File: src/logic/fsv_pkg.sv
`default_nettype none
package fsv_pkg;
  // =========================================================
  // clock and timing
  // =========================================================
  localparam int CLK_MHZ  = 100;
  localparam int TICK_US  = 1000;             // base tick, microseconds
  localparam int TICK_CYC = TICK_US * CLK_MHZ;
  localparam int COIN_MS  = 40;               // two-key coincidence window
  localparam int HOLD_MS  = 1000;             // press-and-hold time
  localparam int SHOW_MS  = 2000;             // announce gain display time
  localparam int FLASH_MS = 250;              // indicator half period
  localparam int MSW      = 11;               // width of the ms counters

  // =========================================================
  // enumerations
  // =========================================================
  typedef enum logic [1:0] {
    FSV_VIEW_MAIN = 2'b00,
    FSV_VIEW_AUX  = 2'b01,
    FSV_VIEW_SET  = 2'b10
  } fsv_view_e;

  typedef enum logic [1:0] {
    FSV_KEY_IDLE = 2'b00,
    FSV_KEY_WAIT = 2'b01,
    FSV_KEY_HELD = 2'b10,
    FSV_KEY_DONE = 2'b11
  } fsv_key_e;

  localparam logic [1:0] SPAN_WIDE   = 2'h0;
  localparam logic [1:0] SPAN_FADE   = 2'h1;
  localparam logic [1:0] SPAN_NARROW = 2'h2;
  localparam logic [1:0] TB_OFF      = 2'h0;
  localparam logic [1:0] TB_BUILTIN  = 2'h1;
  localparam logic [1:0] TB_EXT      = 2'h2;

  // =========================================================
  // gains, in dB
  // =========================================================
  localparam logic signed [7:0] ANN_MIN      = -8'sd46;
  localparam logic signed [7:0] ANN_MAX      = 8'sd6;
  localparam logic signed [7:0] ANN_RST      = 8'sd0;
  localparam logic signed [9:0] FDR_TOP_DB   = 10'sd15;
  localparam logic signed [9:0] FDR_FADE_DB  = 10'sd0;
  localparam logic signed [9:0] FDR_LOW_DB   = -10'sd15;
  localparam logic signed [9:0] FDR_OFF_DB   = -10'sd60;
  localparam logic [7:0]        FDR_OFF_CODE = 8'h80;
  localparam logic [7:0]        UNITY_RST    = 8'h80;

  // =========================================================
  // register map, byte addresses
  // =========================================================
  localparam logic [7:0] REG_CTRL    = 8'h00;
  localparam logic [7:0] REG_DEST    = 8'h04;
  localparam logic [7:0] REG_STATUS  = 8'h08;
  localparam logic [7:0] REG_ROUTE   = 8'h0C;
  localparam logic [7:0] REG_AUX     = 8'h10;
  localparam logic [7:0] REG_AUXPOST = 8'h14;
  localparam logic [7:0] REG_INSET   = 8'h18;
  localparam logic [7:0] REG_POLSOLO = 8'h1C;
  localparam logic [7:0] REG_UNITY0  = 8'h20;  // 8 words, one per fader
  localparam logic [7:0] REG_UNITY7  = 8'h3C;
  localparam int CTRL_SPAN_LSB = 0;
  localparam int CTRL_TB_LSB   = 2;
  localparam int CTRL_CAL_BIT  = 4;
  localparam logic [15:0] DEST_RST = 16'hFFFF;
endpackage : fsv_pkg
`default_nettype wire

File: src/logic/fsv_fader_surface.sv
// Operation
// RULE1: view button steps main, aux, settings
// RULE2: settings view returns to main view
// RULE3: start and reconnect enter main view
// RULE4: main view keys toggle left, right routing
// RULE5: main view both keys toggle solo
// RULE6: aux view keys toggle aux one, two
// RULE7: aux view darkens other indicators; the solo indicator stays lit in every view
// RULE8: aux indicator green prefade, red postfade
// RULE9: aux view key hold swaps pre/post
// RULE10: unassigned aux indicator flashes
// RULE11: settings keys: limiter, highpass, both polarity
// RULE12: settings: routing dark, yellow/blue status
// RULE13: all-off settings indicators flash
// RULE14: fader span wide, fade-only or narrow
// RULE15: fader gain relative, post-fade paths only
// RULE16: calibration stores fader positions as unity
// RULE17: announce gain 1 dB steps, -46..6
// RULE18: gain adjusts on main screen, shown briefly
// RULE19: announce active only while button held
// RULE20: talkback source; disabled ignores announce
// RULE21: input 8 silenced while announce active
// RULE22: external talkback blocks input 8 routing
// RULE23: talkback replaces feed at mapped destinations
// RULE24: coincident keys win over single actions
//
// The register addresses and the address-and-strobe port were left to the implementer.
`timescale 1ns/1ps
`default_nettype none
module fsv_fader_surface #(
  parameter int TICK_CYCLES = fsv_pkg::TICK_CYC
) (
  // clock and reset
  input  wire logic             i_clk,
  input  wire logic             i_rst_b,
  // register port
  input  wire logic [7:0]       i_addr,
  input  wire logic [15:0]      i_wdata,
  input  wire logic             i_wr,
  input  wire logic             i_rd,
  output logic      [15:0]      o_rdata,
  // surface controls
  input  wire logic             i_present,
  input  wire logic             i_view_btn,
  input  wire logic [7:0]       i_key_a,
  input  wire logic [7:0]       i_key_b,
  input  wire logic [7:0][7:0]  i_fader_pos,
  input  wire logic             i_ann_btn,
  input  wire logic             i_rot_up,
  input  wire logic             i_rot_dn,
  input  wire logic             i_main_screen,
  // indicators
  output logic [7:0]            o_led_l_blu,
  output logic [7:0]            o_led_r_blu,
  output logic [7:0]            o_led_x1_grn,
  output logic [7:0]            o_led_x1_red,
  output logic [7:0]            o_led_x2_grn,
  output logic [7:0]            o_led_x2_red,
  output logic [7:0]            o_led_lim_yel,
  output logic [7:0]            o_led_hpf_yel,
  output logic [7:0]            o_led_pol_blu,
  output logic [7:0]            o_led_solo_yel,
  output fsv_pkg::fsv_view_e    o_view,
  // mixer controls
  output logic [7:0][7:0]       o_fader_gain,
  output logic [7:0]            o_aux1_post,
  output logic [7:0]            o_aux2_post,
  output logic                  o_ann_active,
  output logic [7:0]            o_ann_gain,
  output logic                  o_gain_show,
  output logic                  o_in8_silence,
  output logic [15:0]           o_talk_dest
);
  import fsv_pkg::*;

  // =========================================================
  // millisecond tick and flash phase
  // =========================================================
  logic [16:0]    tick_cnt_q;
  logic           tick_q;
  logic [MSW-1:0] flash_cnt_q;
  logic           flash_q;

  // one tick per ms drives every slow counter
  always_ff @(posedge i_clk or negedge i_rst_b) begin
    if (!i_rst_b) begin
      tick_cnt_q <= 17'h0_0000;
      tick_q     <= 1'b0;
    end else begin
      tick_q     <= (tick_cnt_q == 17'(TICK_CYCLES - 1));
      tick_cnt_q <= (tick_cnt_q == 17'(TICK_CYCLES - 1)) ? 17'h0_0000 : tick_cnt_q + 17'h0_0001;
    end
  end

  // common flash phase keeps all indicators blinking in step
  always_ff @(posedge i_clk or negedge i_rst_b) begin
    if (!i_rst_b) begin
      flash_cnt_q <= '0;
      flash_q     <= 1'b0;
    end else if (tick_q) begin
      flash_cnt_q <= (flash_cnt_q == MSW'(FLASH_MS - 1)) ? '0 : flash_cnt_q + 1'b1;
      if (flash_cnt_q == MSW'(FLASH_MS - 1)) begin
        flash_q <= ~flash_q;
      end
    end
  end

  // =========================================================
  // register port decode
  // =========================================================
  logic [1:0]  span_q;
  logic [1:0]  tb_q;
  logic [15:0] dest_q;
  logic [7:0]  unity_q [8];
  wire         wr_ctrl = i_wr && (i_addr == REG_CTRL);
  wire         wr_dest = i_wr && (i_addr == REG_DEST);
  wire         cal_go  = wr_ctrl && i_wdata[CTRL_CAL_BIT];

  // software setup; calibration bit is a pulse, never stored
  always_ff @(posedge i_clk or negedge i_rst_b) begin
    if (!i_rst_b) begin
      span_q <= SPAN_WIDE;
      tb_q   <= TB_OFF;
      dest_q <= DEST_RST;
    end else begin
      if (wr_ctrl) begin
        span_q <= i_wdata[CTRL_SPAN_LSB +: 2];
        tb_q   <= i_wdata[CTRL_TB_LSB +: 2];
      end
      if (wr_dest) begin
        dest_q <= i_wdata;
      end
    end
  end

  // RULE16: capture unity points
  // operator parks every fader at 0 dB before confirming
  always_ff @(posedge i_clk or negedge i_rst_b) begin
    if (!i_rst_b) begin
      for (int i = 0; i < 8; i++) begin
        unity_q[i] <= UNITY_RST;
      end
    end else if (cal_go) begin
      for (int i = 0; i < 8; i++) begin
        unity_q[i] <= i_fader_pos[i];
      end
    end
  end

  // =========================================================
  // view cycling
  // =========================================================
  fsv_view_e view_q;
  logic      view_btn_q;
  wire       view_press = i_view_btn && !view_btn_q;
  wire       is_main    = (view_q == FSV_VIEW_MAIN);
  wire       is_aux     = (view_q == FSV_VIEW_AUX);
  wire       is_set     = (view_q == FSV_VIEW_SET);

  // RULE3: main after connect
  // while the surface is absent the view is held at main
  always_ff @(posedge i_clk or negedge i_rst_b) begin
    if (!i_rst_b) begin
      view_q     <= FSV_VIEW_MAIN;
      view_btn_q <= 1'b0;
    end else begin
      view_btn_q <= i_view_btn;
      if (!i_present) begin
        view_q <= FSV_VIEW_MAIN;
      end else if (view_press) begin
        // RULE1: step view loop
        case (view_q)
          FSV_VIEW_MAIN: view_q <= FSV_VIEW_AUX;
          FSV_VIEW_AUX:  view_q <= FSV_VIEW_SET;
          // RULE2: settings to main
          FSV_VIEW_SET:  view_q <= FSV_VIEW_MAIN;
          default:       view_q <= FSV_VIEW_MAIN;
        endcase
      end
    end
  end

  // =========================================================
  // select key decoding, one machine per input
  // =========================================================
  fsv_key_e       key_st_q  [8];
  logic [MSW-1:0] key_cnt_q [8];
  logic [7:0]     ev_a_q;
  logic [7:0]     ev_b_q;
  logic [7:0]     ev_la_q;
  logic [7:0]     ev_lb_q;
  logic [7:0]     ev_ab_q;

  // RULE24: coincidence window first
  // a single action fires only once the window closed without the
  // other key; the cost is a short delay on every single press
  always_ff @(posedge i_clk or negedge i_rst_b) begin
    if (!i_rst_b) begin
      for (int i = 0; i < 8; i++) begin
        key_st_q[i]  <= FSV_KEY_IDLE;
        key_cnt_q[i] <= '0;
      end
      ev_a_q  <= 8'h00;
      ev_b_q  <= 8'h00;
      ev_la_q <= 8'h00;
      ev_lb_q <= 8'h00;
      ev_ab_q <= 8'h00;
    end else begin
      ev_a_q  <= 8'h00;
      ev_b_q  <= 8'h00;
      ev_la_q <= 8'h00;
      ev_lb_q <= 8'h00;
      ev_ab_q <= 8'h00;
      for (int i = 0; i < 8; i++) begin
        case (key_st_q[i])
          FSV_KEY_IDLE: begin
            key_cnt_q[i] <= '0;
            if (i_key_a[i] && i_key_b[i]) begin
              ev_ab_q[i]  <= 1'b1;
              key_st_q[i] <= FSV_KEY_DONE;
            end else if (i_key_a[i] || i_key_b[i]) begin
              key_st_q[i] <= FSV_KEY_WAIT;
            end
          end
          FSV_KEY_WAIT: begin
            if (i_key_a[i] && i_key_b[i]) begin
              ev_ab_q[i]  <= 1'b1;
              key_st_q[i] <= FSV_KEY_DONE;
            end else if (!i_key_a[i] && !i_key_b[i]) begin
              key_st_q[i] <= FSV_KEY_IDLE;
            end else if (tick_q) begin
              key_cnt_q[i] <= key_cnt_q[i] + 1'b1;
              if (key_cnt_q[i] == MSW'(COIN_MS - 1)) begin
                key_cnt_q[i] <= '0;
                key_st_q[i]  <= FSV_KEY_HELD;
              end
            end
          end
          FSV_KEY_HELD: begin
            // short press fires on release, long press at hold time
            if (!i_key_a[i] && !i_key_b[i]) begin
              ev_a_q[i]   <= ev_key_a(i);
              ev_b_q[i]   <= !ev_key_a(i);
              key_st_q[i] <= FSV_KEY_IDLE;
            end else if (tick_q) begin
              key_cnt_q[i] <= key_cnt_q[i] + 1'b1;
              if (key_cnt_q[i] == MSW'(HOLD_MS - 1)) begin
                ev_la_q[i]  <= i_key_a[i];
                ev_lb_q[i]  <= !i_key_a[i];
                key_st_q[i] <= FSV_KEY_DONE;
              end
            end
          end
          FSV_KEY_DONE: begin
            if (!i_key_a[i] && !i_key_b[i]) begin
              key_st_q[i] <= FSV_KEY_IDLE;
            end
          end
          default: key_st_q[i] <= FSV_KEY_IDLE;
        endcase
      end
    end
  end

  // key that opened a held press, tracked so release knows its owner
  logic [7:0] held_a_q;
  function automatic logic ev_key_a(input int idx);
    ev_key_a = held_a_q[idx];
  endfunction : ev_key_a

  always_ff @(posedge i_clk or negedge i_rst_b) begin
    if (!i_rst_b) begin
      held_a_q <= 8'h00;
    end else begin
      for (int i = 0; i < 8; i++) begin
        if (key_st_q[i] == FSV_KEY_WAIT) begin
          held_a_q[i] <= i_key_a[i];
        end
      end
    end
  end

  // =========================================================
  // per-input action decode
  // =========================================================
  logic [7:0] route_l_q, route_r_q, solo_q;
  logic [7:0] aux1_q, aux2_q, aux1_post_q, aux2_post_q;
  logic [7:0] lim_q, hpf_q, pol_q;
  wire  [7:0] press_a = ev_a_q | ev_la_q;
  wire  [7:0] press_b = ev_b_q | ev_lb_q;
  // RULE22: input 8 unroutable
  wire  [7:0] blk     = {tb_q == TB_EXT, 7'h00};
  // RULE4: main left/right toggles
  wire  [7:0] tog_l   = {8{is_main}} & press_a;
  wire  [7:0] tog_r   = {8{is_main}} & press_b;
  // RULE5: main solo toggle
  wire  [7:0] tog_so  = {8{is_main}} & ev_ab_q;
  // RULE6: aux assignment toggles
  wire  [7:0] tog_x1  = {8{is_aux}} & ev_a_q;
  wire  [7:0] tog_x2  = {8{is_aux}} & ev_b_q;
  // RULE9: hold swaps pre/post
  wire  [7:0] sw_x1   = {8{is_aux}} & ev_la_q;
  wire  [7:0] sw_x2   = {8{is_aux}} & ev_lb_q;
  // RULE11: settings key actions
  wire  [7:0] tog_lim = {8{is_set}} & press_a;
  wire  [7:0] tog_hpf = {8{is_set}} & press_b;
  wire  [7:0] tog_pol = {8{is_set}} & ev_ab_q;

  // input state; a blocked input 8 loses every track route
  always_ff @(posedge i_clk or negedge i_rst_b) begin
    if (!i_rst_b) begin
      route_l_q   <= 8'h00;
      route_r_q   <= 8'h00;
      solo_q      <= 8'h00;
      aux1_q      <= 8'h00;
      aux2_q      <= 8'h00;
      aux1_post_q <= 8'h00;
      aux2_post_q <= 8'h00;
      lim_q       <= 8'h00;
      hpf_q       <= 8'h00;
      pol_q       <= 8'h00;
    end else begin
      route_l_q   <= (route_l_q ^ tog_l) & ~blk;
      route_r_q   <= (route_r_q ^ tog_r) & ~blk;
      solo_q      <= solo_q ^ tog_so;
      aux1_q      <= (aux1_q ^ tog_x1) & ~blk;
      aux2_q      <= (aux2_q ^ tog_x2) & ~blk;
      aux1_post_q <= aux1_post_q ^ sw_x1;
      aux2_post_q <= aux2_post_q ^ sw_x2;
      lim_q       <= lim_q ^ tog_lim;
      hpf_q       <= hpf_q ^ tog_hpf;
      pol_q       <= pol_q ^ tog_pol;
    end
  end

  // =========================================================
  // indicator colours
  // =========================================================
  wire [7:0] fl      = {8{flash_q}};
  // RULE10: unassigned aux flashes
  wire [7:0] x1_grn  = (aux1_q & ~aux1_post_q) | (~aux1_q & fl);
  wire [7:0] x2_grn  = (aux2_q & ~aux2_post_q) | (~aux2_q & fl);
  // RULE8: green pre, red post
  wire [7:0] x1_red  = aux1_q & aux1_post_q;
  wire [7:0] x2_red  = aux2_q & aux2_post_q;
  // RULE13: flash when all off
  wire [7:0] all_off = ~lim_q & ~hpf_q & ~pol_q;
  wire [7:0] set_fl  = all_off & fl;
  wire [7:0] mn      = {8{is_main}};
  wire [7:0] ax      = {8{is_aux}};
  wire [7:0] st      = {8{is_set}};

  // RULE7: aux view darkens others except solo, which follows solo_q in every view
  // RULE12: settings view colours
  always_ff @(posedge i_clk or negedge i_rst_b) begin
    if (!i_rst_b) begin
      o_led_l_blu    <= 8'h00;
      o_led_r_blu    <= 8'h00;
      o_led_x1_grn   <= 8'h00;
      o_led_x1_red   <= 8'h00;
      o_led_x2_grn   <= 8'h00;
      o_led_x2_red   <= 8'h00;
      o_led_lim_yel  <= 8'h00;
      o_led_hpf_yel  <= 8'h00;
      o_led_pol_blu  <= 8'h00;
      o_led_solo_yel <= 8'h00;
    end else begin
      o_led_l_blu    <= mn & route_l_q;
      o_led_r_blu    <= mn & route_r_q;
      o_led_x1_grn   <= (mn & aux1_q & ~aux1_post_q) | (ax & x1_grn);
      o_led_x1_red   <= (mn | ax) & x1_red;
      o_led_x2_grn   <= (mn & aux2_q & ~aux2_post_q) | (ax & x2_grn);
      o_led_x2_red   <= (mn | ax) & x2_red;
      o_led_lim_yel  <= (mn & lim_q) | (st & (lim_q | set_fl));
      o_led_hpf_yel  <= (mn & hpf_q) | (st & (hpf_q | set_fl));
      o_led_pol_blu  <= (mn & pol_q) | (st & (pol_q | set_fl));
      o_led_solo_yel <= solo_q;
    end
  end

  // =========================================================
  // fader gain
  // =========================================================
  // RULE14: span mapping
  // one position step is one dB about the unity point
  function automatic logic [7:0] fader_map(input logic [7:0] pos,
                                           input logic [7:0] uni,
                                           input logic [1:0] span);
    logic signed [9:0] d;
    d = $signed({2'b00, pos}) - $signed({2'b00, uni});
    if (span == SPAN_FADE && d > FDR_FADE_DB) begin
      d = FDR_FADE_DB;
    end else if (d > FDR_TOP_DB) begin
      d = FDR_TOP_DB;
    end
    if (span == SPAN_NARROW && d < FDR_LOW_DB) begin
      fader_map = FDR_LOW_DB[7:0];
    end else if (span != SPAN_NARROW && d < FDR_OFF_DB) begin
      fader_map = FDR_OFF_CODE;
    end else begin
      fader_map = d[7:0];
    end
  endfunction : fader_map

  // RULE15: relative, post-fade only
  // gain is relative to the stored unity point; mixer applies it to post-fade sends
  always_ff @(posedge i_clk or negedge i_rst_b) begin
    if (!i_rst_b) begin
      o_fader_gain <= '0;
      o_aux1_post  <= 8'h00;
      o_aux2_post  <= 8'h00;
    end else begin
      for (int i = 0; i < 8; i++) begin
        o_fader_gain[i] <= fader_map(i_fader_pos[i], unity_q[i], span_q);
      end
      o_aux1_post <= aux1_q & aux1_post_q;
      o_aux2_post <= aux2_q & aux2_post_q;
    end
  end

  // =========================================================
  // announce (talkback slate)
  // =========================================================
  logic signed [7:0] ann_gain_q;
  logic [MSW-1:0]    show_cnt_q;
  // RULE19: active while held
  // RULE20: disabled source ignores button
  wire               ann_on  = i_ann_btn && (tb_q != TB_OFF);
  // RULE18: main screen only
  wire               adj_ok  = ann_on && i_main_screen;
  wire               g_up    = adj_ok && i_rot_up && !i_rot_dn && (ann_gain_q < ANN_MAX);
  wire               g_dn    = adj_ok && i_rot_dn && !i_rot_up && (ann_gain_q > ANN_MIN);

  // RULE17: 1 dB clamped steps
  always_ff @(posedge i_clk or negedge i_rst_b) begin
    if (!i_rst_b) begin
      ann_gain_q <= ANN_RST;
      show_cnt_q <= '0;
    end else begin
      if (g_up) begin
        ann_gain_q <= ann_gain_q + 8'sd1;
      end else if (g_dn) begin
        ann_gain_q <= ann_gain_q - 8'sd1;
      end
      // display restarts on every step, then times out
      if (g_up || g_dn) begin
        show_cnt_q <= MSW'(SHOW_MS);
      end else if (tick_q && show_cnt_q != '0) begin
        show_cnt_q <= show_cnt_q - 1'b1;
      end
    end
  end

  // RULE21: silence input 8
  // RULE23: talkback at mapped destinations
  always_ff @(posedge i_clk or negedge i_rst_b) begin
    if (!i_rst_b) begin
      o_ann_active  <= 1'b0;
      o_in8_silence <= 1'b0;
      o_talk_dest   <= 16'h0000;
      o_ann_gain    <= 8'h00;
      o_gain_show   <= 1'b0;
      o_view        <= FSV_VIEW_MAIN;
    end else begin
      o_ann_active  <= ann_on;
      o_in8_silence <= ann_on;
      o_talk_dest   <= ann_on ? dest_q : 16'h0000;
      o_ann_gain    <= ann_gain_q;
      o_gain_show   <= (show_cnt_q != '0);
      o_view        <= view_q;
    end
  end

  // =========================================================
  // register read-back, data valid the cycle after the strobe
  // =========================================================
  wire        in_unity = (i_addr >= REG_UNITY0) && (i_addr <= REG_UNITY7) && (i_addr[1:0] == 2'b00);
  wire [2:0]  u_idx    = 3'(i_addr[7:2] - REG_UNITY0[7:2]);
  wire [15:0] rd_mux   =
      (i_addr == REG_CTRL)    ? {12'h000, tb_q, span_q} :
      (i_addr == REG_DEST)    ? dest_q :
      (i_addr == REG_STATUS)  ? {ann_gain_q, 5'h00, ann_on, view_q} :
      (i_addr == REG_ROUTE)   ? {route_r_q, route_l_q} :
      (i_addr == REG_AUX)     ? {aux2_q, aux1_q} :
      (i_addr == REG_AUXPOST) ? {aux2_post_q, aux1_post_q} :
      (i_addr == REG_INSET)   ? {hpf_q, lim_q} :
      (i_addr == REG_POLSOLO) ? {solo_q, pol_q} :
      in_unity                ? {8'h00, unity_q[u_idx]} :
                                16'h0000;

  // read data stands in each cycle after i_rd was high, zero otherwise
  always_ff @(posedge i_clk or negedge i_rst_b) begin
    if (!i_rst_b) begin
      o_rdata <= 16'h0000;
    end else begin
      o_rdata <= i_rd ? rd_mux : 16'h0000;
    end
  end

endmodule : fsv_fader_surface
`default_nettype wire

File: config.mk
export PLATFORM = sky130hd
export DESIGN_NAME = fsv_fader_surface
export DESIGN_NICKNAME = d
export VERILOG_FILES = /design/src/logic/fsv_pkg.sv /design/src/logic/fsv_fader_surface.sv
export SDC_FILE = /design/constraint.sdc
export NUM_CORES = 1
export LEC_CHECK = 0
export BUFFER_PORTS_ARGS = -buffer_cell sky130_fd_sc_hd__clkbuf_2
export CAP_MARGIN = 20
export CORE_ASPECT_RATIO = 1.1
export CORE_MARGIN = 4
export CORE_UTILIZATION = 28
export CTS_CLUSTER_SIZE = 30
export DETAILED_ROUTE_END_ITERATION = 10
export PLACE_DENSITY_LB_ADDON = 0.15
export SLEW_MARGIN = 15
export SYNTH_ARGS = -nofsm -noshare
export SYNTH_HDL_FRONTEND = slang
export SYNTH_SLANG_ARGS = --single-unit
File: constraint.sdc
create_clock -name i_clk -period 5.35 [get_ports i_clk]
set_input_delay 1.3375 -clock i_clk [delete_from_list [all_inputs] [get_ports i_clk]]
set_output_delay 1.3375 -clock i_clk [all_outputs]
set_load 0.02 [all_outputs]
==> Yosys cells after proc, flatten, opt, wreduce, memory -nomap -nowiden <==
Index checks and enable logic that the tools add are counted.
{ "totals": {"register_bits": 572, "latchBits": 0, "mem_bits_rw": 0, "romBits": 0, "in_bits": 114, "output_inout_bits": 205, "word_cells": 809, "memories": 0} }
{ "op_classes": {"addsub": 22, "mul": 0, "n_div": 0, "magnitude_cmp": 37, "eq_ne": 144, "shifts": 0, "muxes": 311, "n_bitwise": 72, "reduce_logical": 139} }
{ "ops": {"columns": ["op", "count"], "rows": [
  ["2-to-1 mux 11 bit", 51],
  ["AND 8 bit", 39],
  ["case mux 11 bit (3 select lines)", 8],
  ["2-to-1 mux 8 bit", 21],
  ["2-to-1 mux 2 bit", 82],
  ["2-to-1 mux 10 bit", 16],
  ["2-to-1 mux 16 bit", 10],
  ["2-to-1 mux 1 bit", 112],
  ["bitwise OR 8 bit", 13],
  ["adder 11 x 1 -> 11 bit (second input constant)", 9],
  ["inequality test 2 bit (second input constant)", 49],
  ["AND reduction 6 bit", 16],
  ["== test 11 x 10 -> 1 bit (second input constant)", 8],
  ["== test 11 x 6 -> 1 bit (second input constant)", 8],
  ["less-than comparator 10 x 5 -> 1 bit (second input constant)", 8],
  ["less-than comparator 10 x 7 -> 1 bit (second input constant)", 8],
  ["XOR 8 bit", 10],
  ["greater-than comparator 9 x 1 -> 1 bit (second input constant)", 8],
  ["greater-than comparator 9 x 5 -> 1 bit (second input constant)", 8],
  ["inequality test 3 bit (second input constant)", 24],
  ["subtractor 8 x 8 -> 9 bit", 8],
  ["inequality test 4 bit (second input constant)", 16],
  ["NOT 8 bit", 8],
  ["case mux 2 bit (4 select lines)", 8],
  ["33 further kinds", 177]
]} }

==> Depth between registers and ports, before layout <==
Gate-level depths: netlist (run 1).
{ "logic_depth": {"depth_word": 15, "ltp_mapped": 17, "ltp_nobuf": 17} }

==> Least setup slack after synthesis (run 1) <==
Ideal clock, no wire load.
{ "synth_timing": {"kind": "input port to flip-flop", "startpoint": "in i_fader_pos[53] (netlist bit)", "endpoint": "reg o_fader_gain[55] (netlist bit)", "setup_time_ns": 0.119, "t_arrival_ns": 4.824, "t_required_ns": 5.231, "setup_slack_ns": 0.408, "path_stages": 14, "n_path_buf": 2, "path_cell_list": "ha_1 -> clkbuf_1 -> nand2_1 -> or4b_1 -> o22a_1 -> or3b_2 -> a21o_1 -> nand2b_1 -> ha_1 -> buf_1 -> or3_1 -> nand2b_4 -> o311a_4 -> a21o_2"} }
{ "synth_between": {"elab_chain_len": 8, "elab_cells_between_ends": 12, "cone_classes": "add/sub (1); order compare (4); mux (4); reduce/logical (3)"} }
{ "synth_lines": {"columns": ["element", "line", "source"], "rows": [
  ["start: declaration", "fsv_fader_surface.sv:47", "input wire logic [7:0][7:0] i_fader_pos,"],
  ["subtractor 8 x 8 -> 9 bit (*)", "fsv_fader_surface.sv:390", "d = $signed({2'b00, pos}) - $signed({2'b00, uni});"],
  ["greater-than comparator 9 x 5 -> 1 bit / greater-than comparator 9 x 1 -> 1 bit (equally long branches)", "fsv_fader_surface.sv:393, fsv_fader_surface.sv:391", null],
  ["2-to-1 mux 10 bit / logical AND 1 bit (equally long branches)", "fsv_fader_surface.sv:393, fsv_fader_surface.sv:391", null],
  ["2-to-1 mux 10 bit (*)", "fsv_fader_surface.sv:391", "if (span == SPAN_FADE && d > FDR_FADE_DB) begin"],
  ["less-than comparator 10 x 7 -> 1 bit", "fsv_fader_surface.sv:398", "end else if (span != SPAN_NARROW && d < FDR_OFF_DB) begin"],
  ["logical AND 1 bit", "fsv_fader_surface.sv:398", null],
  ["2-to-1 mux 8 bit", "fsv_fader_surface.sv:398", null],
  ["2-to-1 mux 8 bit (*)", "fsv_fader_surface.sv:396", "if (span == SPAN_NARROW && d < FDR_LOW_DB) begin"],
  ["end signal: indexed assignment", "fsv_fader_surface.sv:414", "o_fader_gain[i] <= fader_map(i_fader_pos[i], unity_q[i], span_q);"],
  ["end: declaration", "fsv_fader_surface.sv:65", "output logic [7:0][7:0] o_fader_gain,"]
]} }
Mark *: on every way between the ends. The rest lies on a longest branch, timed or not.
A chain may end at the register's enable or synchronous reset.

==> Worst setup path after layout (run 1) <==
{ "layout_timing": {"startpoint": "in i_fader_pos[24] (netlist bit)", "endpoint": "reg o_fader_gain[24] (netlist bit)"} }
Same word-level chain as after synthesis.

==> metrics.yaml, run 1 <==
run_status:
  status: "complete, no violations"
clock_network:
  clk_latency_ps: 650
  cts-root-buf: "clkbuf_16"
  numCtsBuffers: 72
  htree_levels: 3
  cts_buffer_depth: 3
  cts_sinks: 572
  cts.repair.resized: 0
  hold_buffers: 0
  cts_tree: "built"
  path_clk_slew_ps: 50
  postCtsSetupBuffers: 0
global_routing:
  track_usage: 0.170
  grt_pass1_vias: 23200
  grt_pass1_wl_um: 147000
  grt_overflow: 0
  antenna_found_initial: 12
  grt_max_degree: 78
cells_and_area:
  layout-drive-gt1-share: 0.196
  regArea_um2: 14300
  nNetsFinal: 3600
  syn_to_final_growth_pct: 19.6
  nFillCells: 11000
  final_cell_mix: "dfrtp_1 (548), clkbuf_2 (317), nor2_1 (263)"
  multi_input_area_um2: 14900
  final_common_cell: "dfrtp_1"
floorplan:
  die_w_um: 321
  placementRows: 126
  die_area_um2: 113000
  io_pins: 319
  coreArea_um2: 107000
  die_h_um: 353
  start_util: 0.282
critical_path:
  cp-end-kind: "register"
  path_class: "in2reg"
  startpoint_type: "primary input"
  worstPathRequired_ps: 5820
  arrival_ps: 5110
  r2r_cells: 14
  path_max_fanout: 4
yosys:
  synthCells: 2974
  ys_types: 111
  yosysSeqAreaShare: 0.474
  async_flop_share: 1.00
  synth_warnings: 0
  yosys.area.top_type: "dfrtp_1"
  synth_top_area_share: 0.454
  syn_nets: 3252
  synthTopCellsByArea: "dfrtp_1 (45%), ha_1 (6.4%), xnor2_1 (3.4%), o21ai_0 (3.4%), nor2_1 (3.3%)"
  avgSynthCellArea_um2: 10.2
  ys_ff_latch: 572
  syn_area_um2: 30200
  synth-edff-count: 0
  ys.flop_type: "dfrtp_1"
sta:
  period_needed_ps: 4650
  fmax_ghz: 0.215
  finalSetupTns_ps: 0
  hold_viol_final: 0
  worst_pin_slew_ps: 1060
  finClkSkew_ps: 37.0
  whs_ps: 433
  grt_setup_unrepaired: "no"
  relSlewSlack: 0.293
  finalSetupViolCount: 0
  fin_crit_sh: 0.868
  finalMaxSlewViolations: 0
drt:
  via_per_inst: 4.90
  finalWirelength_um: 97600
  ant_nets: 0
  vias: 23500
  wire_per_inst_um: 20.4
  drt_pass1_iterations: 5
  first_iter_violations: 1390
  drc: 0
run:
  cap_viol_max_count: 0
power:
  power_density_nw_per_um2: 393
  internal_power_mw: 9.34
  ir_drop_uv: 237
  p_sw_frac: 0.343
  pwr-share-comb: 0.247
  p_leak_nw: 16.3
  p_seq_frac: 0.396
  p_clk_frac: 0.357
  power.switching_mw: 4.87
placed_design:
  place_congestion: 0.862
  dp_hpwl_um: 74300
  io_buffers: 318
hold_path:
  whs_path_depth: 1
  min_path_type: "reg2reg"
state kept, by name (all words and copies together) (netlist names), 11 cells and up:
signal and flops:
show_cnt_q 11, tick_cnt_q 17, o_fader_gain 64, key_st_q 16, o_rdata 16, flash_cnt_q 11
dest_q 16, unity_q 64, key_cnt_q 88, o_talk_dest 16
through the flow:
step	cells	util	worst slack [ps]	power (mW)	area, um^2
2_1_floorplan	2974	-	408	7.89	30200
3_3_place_gp	4656	0.314	206	9.26	33700
3_5_place_dp	4656	0.314	131	9.23	33700
4_1_cts	4785	0.337	782	14.4	36100
5_1_grt	4785	0.337	466	15.1	36100
6_report	4792	0.337	705	14.2	36200
worst paths after layout:
kind                                 startpoint                to  slack, ps
worst max-delay path            i_fader_pos[24]  o_fader_gain[24]        700
worst min-delay path                held_a_q[3]         ev_b_q[3]        430
worst max register to register      unity_q[32]  o_fader_gain[24]       1050
worst min register to register      held_a_q[3]         ev_b_q[3]        430
max in group asynchronous               i_rst_b     key_cnt_q[65]       3650
min in group asynchronous               i_rst_b  o_fader_gain[61]        690
cell usage after synthesis (all sizes together) (16+ instances only):
cell type,n
nor2,266
nand2b,52
dfrtp,548
mux2i,20
a211oi,33
a21oi,98
mux4,16
nand4,22
nor4,33
nor4b,21
o21a,36
o21ai,213
o31ai,45
nand2,234
nand3,60
a21o,22
xnor2,119
dfstp,24
a221oi,25
nor3b,18
mux2,87
ha,155
xor2,60
nor2b,36
inv,163
or3,36
and3,38
a31oi,24
clkbuf,63
and2,80
nor3,83
buf,30
worst max-delay path: stages:
cell and delay (ps):
clkbuf_2 80, inv_1 80, ha_1 150, inv_1 50
fa_1 440, a21o_1 200, and2_1 180, o41a_1 370
nand3_1 160, o311ai_0 200, nand2b_1 200, ha_1 290
or3_1 400, or4_4 530, o211ai_1 300, o21ai_0 150
metal layers:
metal	GRT usage	vias to the layer above	part of all wire
met5	0	-	0
met3	0.0343	144	0.051
li1	-	11300	-
met1	0.231	11500	0.46
met2	0.267	501	0.45
met4	0.0617	0	0.035
cell families after synthesis:
logic type | after synthesis | synth area share
XOR/XNOR | 179 | 0.0518
flip-flops | 572 | 0.474
multiplexers | 123 | 0.0509
AND/OR/NAND/NOR | 1034 | 0.175
adder cells (fa/ha/maj) | 164 | 0.0701
AO/OA/AOI/OAI | 646 | 0.145
buffers and inverters | 256 | 0.0333
power groups by stage:
stage / clock network [mW] / registers (mW) / logic [mW]
3_3_place_gp: 0 / 5.70 / 3.56
6_report: 5.08 / 5.63 / 3.51
3_5_place_dp: 0 / 5.70 / 3.53
4_1_cts: 5.25 / 5.64 / 3.55
5_1_grt: 5.42 / 5.73 / 3.92
2_1_floorplan: 0 / 5.78 / 2.11
cell type report:
| class | instances | share of cell area |
|---|---|---|
| multi-input combinational | 2146 | 0.413 |
| sequential | 572 | 0.397 |
| clock buffer | 98 | 0.0570 |
| timing repair buffer | 367 | 0.0562 |
| tap | 1408 | 0.0487 |
| inverter | 163 | 0.0169 |
| clock inverter | 31 | 0.0115 |
| antenna | 7 | 0.000484 |
Power figures use the tool's default switching activity.
==> run 2, diff against run 1 <==
==> constraint.sdc (replaced) <==
create_clock -name i_clk -period 3.85 [get_ports i_clk]
set_input_delay 0.9625 -clock i_clk [delete_from_list [all_inputs] [get_ports i_clk]]
set_output_delay 0.9625 -clock i_clk [all_outputs]
set_load 0.02 [all_outputs]
==> run 2 against run 1 <==
Net effect:
- highest routed layer is now met5
- global-route usage increased by 0.20 points
- register-to-register slack got worse by 930 ps
- critical endpoint is now o_fader_gain[28]
- critical path type unchanged
- cell count increased by 5.6%
==> metrics.yaml, run 2 (synthesis gave the netlist of run 1 again) <==
run_status:
  status: "complete, no violations"
global_routing:
  gr-usage-met2: 0.281  # +0.0140
  antenna_found_initial: 13  # +1
  grt_overflow: 0  # unchanged
  grt_pass1_vias: 24400  # +5.2%
  grt_pass1_wl_um: 150000  # +2.0%
  grt_max_degree: 75  # -3.8%
  grt_use_met3: 0.0329  # -0.00132
  busiest_layer: "met2"
  track_usage: 0.172  # +0.00199
  use_met1: 0.232  # +0.000430
critical_path:
  regToRegEndpoint: "o_fader_gain[28]"
  startpoint_type: "primary input"
  path_cells: "buf_8, inv_12, ha_4, inv_2, fa_2, a21oi_2, o211ai_2, a21oi_2, and3b_1, o311ai_2, nand2b_4, ha_4, or3_4, or4_4, o211ai_1, o31ai_1"
  path_class: "in2reg"
  slowest_stage: "or4_4"
  worstPathRequired_ps: 4350  # -1470 ps
  critPathTopFamily: "simple AND/OR/NAND/NOR gates"
  rrSetupSlack_ps: 120  # -930 ps
  r2r-start: "unity_q[32]"
  cp-end-kind: "register"
  r2r_cells: 14  # unchanged
  arrival_ps: 4310  # -800 ps
  path_max_fanout: 4  # unchanged
  max_stage_delay_ps: 500  # -30 ps
  worst-path-buf-inv: 3  # unchanged
  endpoint: "o_fader_gain[28]"
  startpoint: "i_fader_pos[24]"
  cp_num_cells: 16  # unchanged
floorplan:
  die_h_um: 353  # unchanged
  die_w_um: 321  # unchanged
  placementRows: 126  # unchanged
  coreArea_um2: 107000  # unchanged
  die_area_um2: 113000  # unchanged
  io_pins: 319  # unchanged
  start_util: 0.282  # unchanged
placed_design:
  dp_hpwl_um: 76600  # +3.1%
  io_buffers: 318  # unchanged
  dp.cells: 4921  # +5.7%
  place_congestion: 0.843  # -2.2%
sta:
  relSlewSlack: 0.312  # +0.0193
  period_needed_ps: 3820
  hold_viol_final: 0  # unchanged
  fin_crit_sh: 0.991
  finClkSkew_ps: 39.3  # +2.29 ps
  finalMaxSlewViolations: 0  # unchanged
  worst_pin_slew_ps: 1030  # -29.0 ps
  fmax_ghz: 0.262
  grt_setup_unrepaired: "yes"
  finalSetupViolCount: 0  # unchanged
cells_and_area:
  stdcell_count: 5059  # +5.6%
  largest_register_ffs: 88  # unchanged
  final_cell_mix: "dfrtp_1 (548), clkbuf_2 (316), buf_4 (308)"
  syn_to_final_growth_pct: 27.5
  nFillCells: 10900  # -0.98%
  layout-drive-gt1-share: 0.269  # +0.0726
  final_util: 0.360  # +0.0224
  reg_top3: "key_cnt_q x88, o_fader_gain x64, unity_q x64"
  final_common_cell: "dfrtp_1"
  nNetsFinal: 3867  # +7.4%
  largest_register: "key_cnt_q"
clock_network:
  cts_sinks: 572  # unchanged
  hold_buffers: 0  # unchanged
  htree_levels: 3  # unchanged
  cts_tree: "built"
  clk_latency_ps: 650  # about the same
  numCtsBuffers: 71  # -1.4%
  cts_buffer_depth: 3  # unchanged
  cts-root-buf: "clkbuf_16"
  path_clk_slew_ps: 50  # about the same
hold_path:
  min_path_type: "in2async"
power:
  power_density_nw_per_um2: 516  # +31%
  p_leak_nw: 17.6  # +8.2%
  ir_drop_uv: 315  # +33%
drt:
  ant_nets: 0  # unchanged
  finalWirelength_um: 98600  # +1.0%
  vias: 24400  # +3.9%
  first_iter_violations: 1237  # -11%
  via_per_inst: 4.82  # -1.6%
  drc: 0  # unchanged
  drt_pass1_iterations: 7  # +2
  wire_per_inst_um: 19.5  # -4.3%
run:
  cap_viol_max_count: 0  # unchanged
run 2: changes by cell type in the layout (fill, tap and decap cells not counted), sizes merged:
cell    delta
buf      +269
clkbuf     +2
inv        -2
bufinv     -1
clkinv     -1
run 2: where the power goes:
part	switching, mW	total [mW]	internal, mW
combinational	3.10	5.17	2.07
sequential	0.874	7.83	6.95
clock	2.81	6.89	4.08
total	6.79	19.9	13.1
run 2: routing by layer:
| metal | vias to the layer above | part of all wire |
|---|---|---|
| li1 | 11800 | - |
| met3 | 111 | 0.048 |
| met2 | 444 | 0.47 |
| met5 | - | 0.00042 |
| met1 | 12000 | 0.46 |
| met4 | 6 | 0.020 |
run 2: how the worst min path moves through the flow:
| stage | cells after the start | from | to |
|---|---|---|---|
| 2_1_floorplan | 0 | solo_q[3] | o_led_solo_yel[3] |
| 3_3_place_gp | 1 | held_a_q[5] | ev_b_q[5] |
| 3_5_place_dp | 0 | solo_q[3] | o_led_solo_yel[3] |
| 4_1_cts | 1 | i_rst_b | unity_q[12] |
| 5_1_grt | 1 | i_rst_b | o_fader_gain[63] |
| 6_report | 1 | i_rst_b | o_fader_gain[63] |
run 2: worst register-to-register path, stage by stage (launching register included):
cell and delay, ps:
dfrtp_1 390, ha_4 140, inv_2 30, fa_2 410, a21oi_2 170, o211ai_2 100
a21oi_2 160, and3b_1 200, o311ai_2 310, nand2b_4 190, ha_4 200, or3_4 380
or4_4 500, o211ai_1 310, o31ai_1 130
run 2: metrics by stage:
stage	power (mW)	setup slack [ps]	area [um^2]	setup TNS, ps	hold WS [ps]
after detailed placement	13.1	-788	36000	-23110	428
after CTS	20.2	32.3	38400	0	323
after global placement	13.1	-763	36000	-21890	427
final	19.9	33.3	38600	0	298
after global routing	21.1	-145	38600	-709	329
after floorplan	11.0	-445	30600	-7570	393
run 2: layout make-up:
| cell class | count | area, um^2 | area share |
|---|---|---|---|
| multi-input cells | 2146 | 15300 | 0.396 |
| repair buffers | 635 | 4100 | 0.106 |
| inverters | 163 | 649 | 0.0168 |
| clock inverters | 27 | 383 | 0.00993 |
| clock buffers | 101 | 2040 | 0.0529 |
| flip-flops and latches | 572 | 14300 | 0.372 |
| well taps | 1408 | 1760 | 0.0457 |
| diodes | 7 | 17.5 | 0.000454 |
run 2: what timing repair did:
item | CTS | global route
resized for setup | 3 | 17
endpoints found under the setup margin | 8 | 21
pin swaps | 3 | 16
setup buffers | 0 | 3
==> run 3, diff against run 2 <==
--- a/config.mk
+++ b/config.mk
@@ -10,6 +10,7 @@
 export CORE_ASPECT_RATIO = 1.1
 export CORE_MARGIN = 4
 export CORE_UTILIZATION = 28
+export CTS_BUF_LIST = sky130_fd_sc_hd__clkbuf_8
 export CTS_CLUSTER_SIZE = 30
 export DETAILED_ROUTE_END_ITERATION = 10
 export PLACE_DENSITY_LB_ADDON = 0.15
==> run 3 against run 2 <==
Net effect:
- via count grew 0.68%
- first-iteration DRC count grew 1.9%
- register-to-register slack gained 30 ps
- core utilization shrank 0.25 points
- fmax grew 1.7%
- combinational power is essentially flat
- worst hold slack lost 110 ps
- critical endpoint unchanged
==> metrics.yaml, run 3 (synthesis gave the netlist of run 1 again) <==
sta:
  fin_crit_sh: 0.974  # -0.0170
  finalSetupViolCount: 0  # unchanged
  finClkSkew_ps: 72.5  # +33.2 ps
  timing.final.ws_setup_ps: 98.9  # +65.6 ps
  worst_pin_slew_ps: 998  # -33.8 ps
  hold_viol_final: 0  # unchanged
  fmax_ghz: 0.267  # +1.7%
  relSlewSlack: 0.334  # +0.0225
  finalMaxSlewViolations: 0  # unchanged
  finalSetupTns_ps: 0  # unchanged
  period_needed_ps: 3750  # -65.6 ps
clock_network:
  cts_buffer_depth: 3  # unchanged
  path_clk_slew_ps: 50  # about the same
  hold_buffers: 0  # unchanged
  numCtsBuffers: 104  # +46%
  cts_sinks: 572  # unchanged
  cts-root-buf: "clkbuf_8"
  clk_latency_ps: 760  # +110 ps
  cts_tree: "built"
  htree_levels: 3  # unchanged
drt:
  ant_nets: 0  # unchanged
  finalWirelength_um: 99000  # +0.38%
  first_iter_violations: 1261  # +1.9%
  via_per_inst: 4.79  # -0.60%
  drc: 0  # unchanged
  drt_pass1_iterations: 5  # -2
  vias: 24500  # +0.68%
  wire_per_inst_um: 19.3  # -0.90%
critical_path:
  startpoint_type: "primary input"
  arrival_ps: 4310  # about the same
  path_class: "in2reg"
  cp-end-kind: "register"
  r2r_cells: 14  # unchanged
  path_max_fanout: 4  # unchanged
  worstPathRequired_ps: 4410  # +60 ps
power:
  p_sw_frac: 0.353  # +0.0120
  p_leak_nw: 17.7  # +0.47%
  ir_drop_uv: 255  # -19%
  p_clk_frac: 0.315  # -0.032
  pwr-share-comb: 0.272  # +0.012
  power_density_nw_per_um2: 495  # -4.0%
  power.switching_mw: 6.70  # -1.3%
  p_seq_frac: 0.413  # +0.019
  p_total_mw: 19.0  # -4.7%
  internal_power_mw: 12.3  # -6.4%
floorplan:
  coreArea_um2: 107000  # unchanged
  die_w_um: 321  # unchanged
  start_util: 0.282  # unchanged
  die_h_um: 353  # unchanged
  placementRows: 126  # unchanged
  io_pins: 319  # unchanged
  die_area_um2: 113000  # unchanged
cells_and_area:
  largest_register_ffs: 88  # unchanged
  final_util: 0.357  # -0.00253
  final_common_cell: "dfrtp_1"
  final_cell_mix: "dfrtp_1 (548), clkbuf_2 (316), buf_4 (310)"
  syn_to_final_growth_pct: 26.6
  largest_register: "key_cnt_q"
  nNetsFinal: 3902  # +0.91%
  reg_top3: "key_cnt_q x88, o_fader_gain x64, unity_q x64"
  layout-drive-gt1-share: 0.275  # +0.00622
  stdcell_area_um2: 38300  # -0.70%
global_routing:
  grt_use_met3: 0.0379  # +0.00499
  use_met1: 0.230  # -0.00197
  grt_pass1_wl_um: 151000  # +0.37%
  gr-usage-met2: 0.282  # +0.00108
  grt_max_degree: 75  # unchanged
  antenna_found_initial: 14  # +1
  grt_pass1_vias: 24800  # +1.6%
  busiest_layer: "met2"
  grt_overflow: 0  # unchanged
  track_usage: 0.172  # +0.000390
placed_design:
  io_buffers: 318  # unchanged
  dpl_worst_slack_ps: -788  # unchanged
  dp_hpwl_um: 76600  # unchanged
  place_congestion: 0.843  # unchanged
  dpl_cell_area_um2: 36000  # unchanged
hold_path:
  min_path_type: "in2async"
run:
  cap_viol_max_count: 0  # unchanged
run_status:
  status: "complete, no violations"
## run 3: cell count changes in the layout (fill, tap and decap cells not counted), moves of 3 or more
cell	previous run	this run
nor3_2	7	4
nor3_1	76	79
clkbuf_8	13	133
clkinv_16	3	0
bufinv_16	5	2
clkbuf_16	72	0
clkbuf_1	16	0
inv_1	157	193
## run 3: final timing paths
path / start / to / slack, ps
setup / recovery: i_fader_pos[24] / o_fader_gain[28] / 100
hold / removal: i_rst_b / o_fader_gain[63] / 190
min in group i_clk: i_view_btn / view_btn_q / 360
hold reg to reg: held_a_q[0] / ev_b_q[0] / 420
setup reg to reg: unity_q[32] / o_fader_gain[28] / 150
max in group asynchronous: i_rst_b / unity_q[55] / 2680
## run 3: power by group through the flow
stage,Clock [mW],Sequential [mW],Combinational (mW)
final,5.97,7.84,5.15
after global routing,6.52,7.95,5.78
after CTS,6.22,7.84,5.22
after detailed placement,0,7.93,5.20
after global placement,0,7.93,5.20
after floorplan,0,8.03,2.99
## run 3: worst max-delay path, cell delays in order
cell and delay, ps:
buf_2 140, inv_12 60, ha_4 110, inv_2 30
fa_2 360, a21o_1 200, and2_4 160, o41a_1 320
nand3_2 110, o311ai_2 120, nand2b_4 180, ha_4 230
or3_1 360, or4_4 500, o211ai_1 320, o31ai_1 130
## run 3: timing repair
item                       4_1_cts  5_1_grt
hold endpoints to repair         0        0
pin swaps                        1       11
buffers inserted                 0        5
cloned                           0        0
resized for setup                2       12
setup endpoints to repair        4       14
## run 3: per-layer routing
metal,wire length [um],vias up
met5,33,-
met4,2220,6
met3,5290,141
met2,46100,464
met1,45300,12000
li1,-,11900
## run 3: metrics by stage
step | hold slack (ps) | cells
floorplan | 393 | 2974
global placement | 427 | 4921
detailed placement | 428 | 4921
CTS | 179 | 5110
global route | 187 | 5121
finish | 189 | 5124
## run 3: layout make-up
cell class | count | area [um^2]
inverter | 163 | 649
fill | 11000 | 68900
clock buffer | 133 | 1830
clock inverter | 56 | 329
multi-input combinational | 2146 | 15200
tap | 1408 | 1760
timing repair buffer | 637 | 4110
antenna | 9 | 22.5
sequential | 572 | 14300
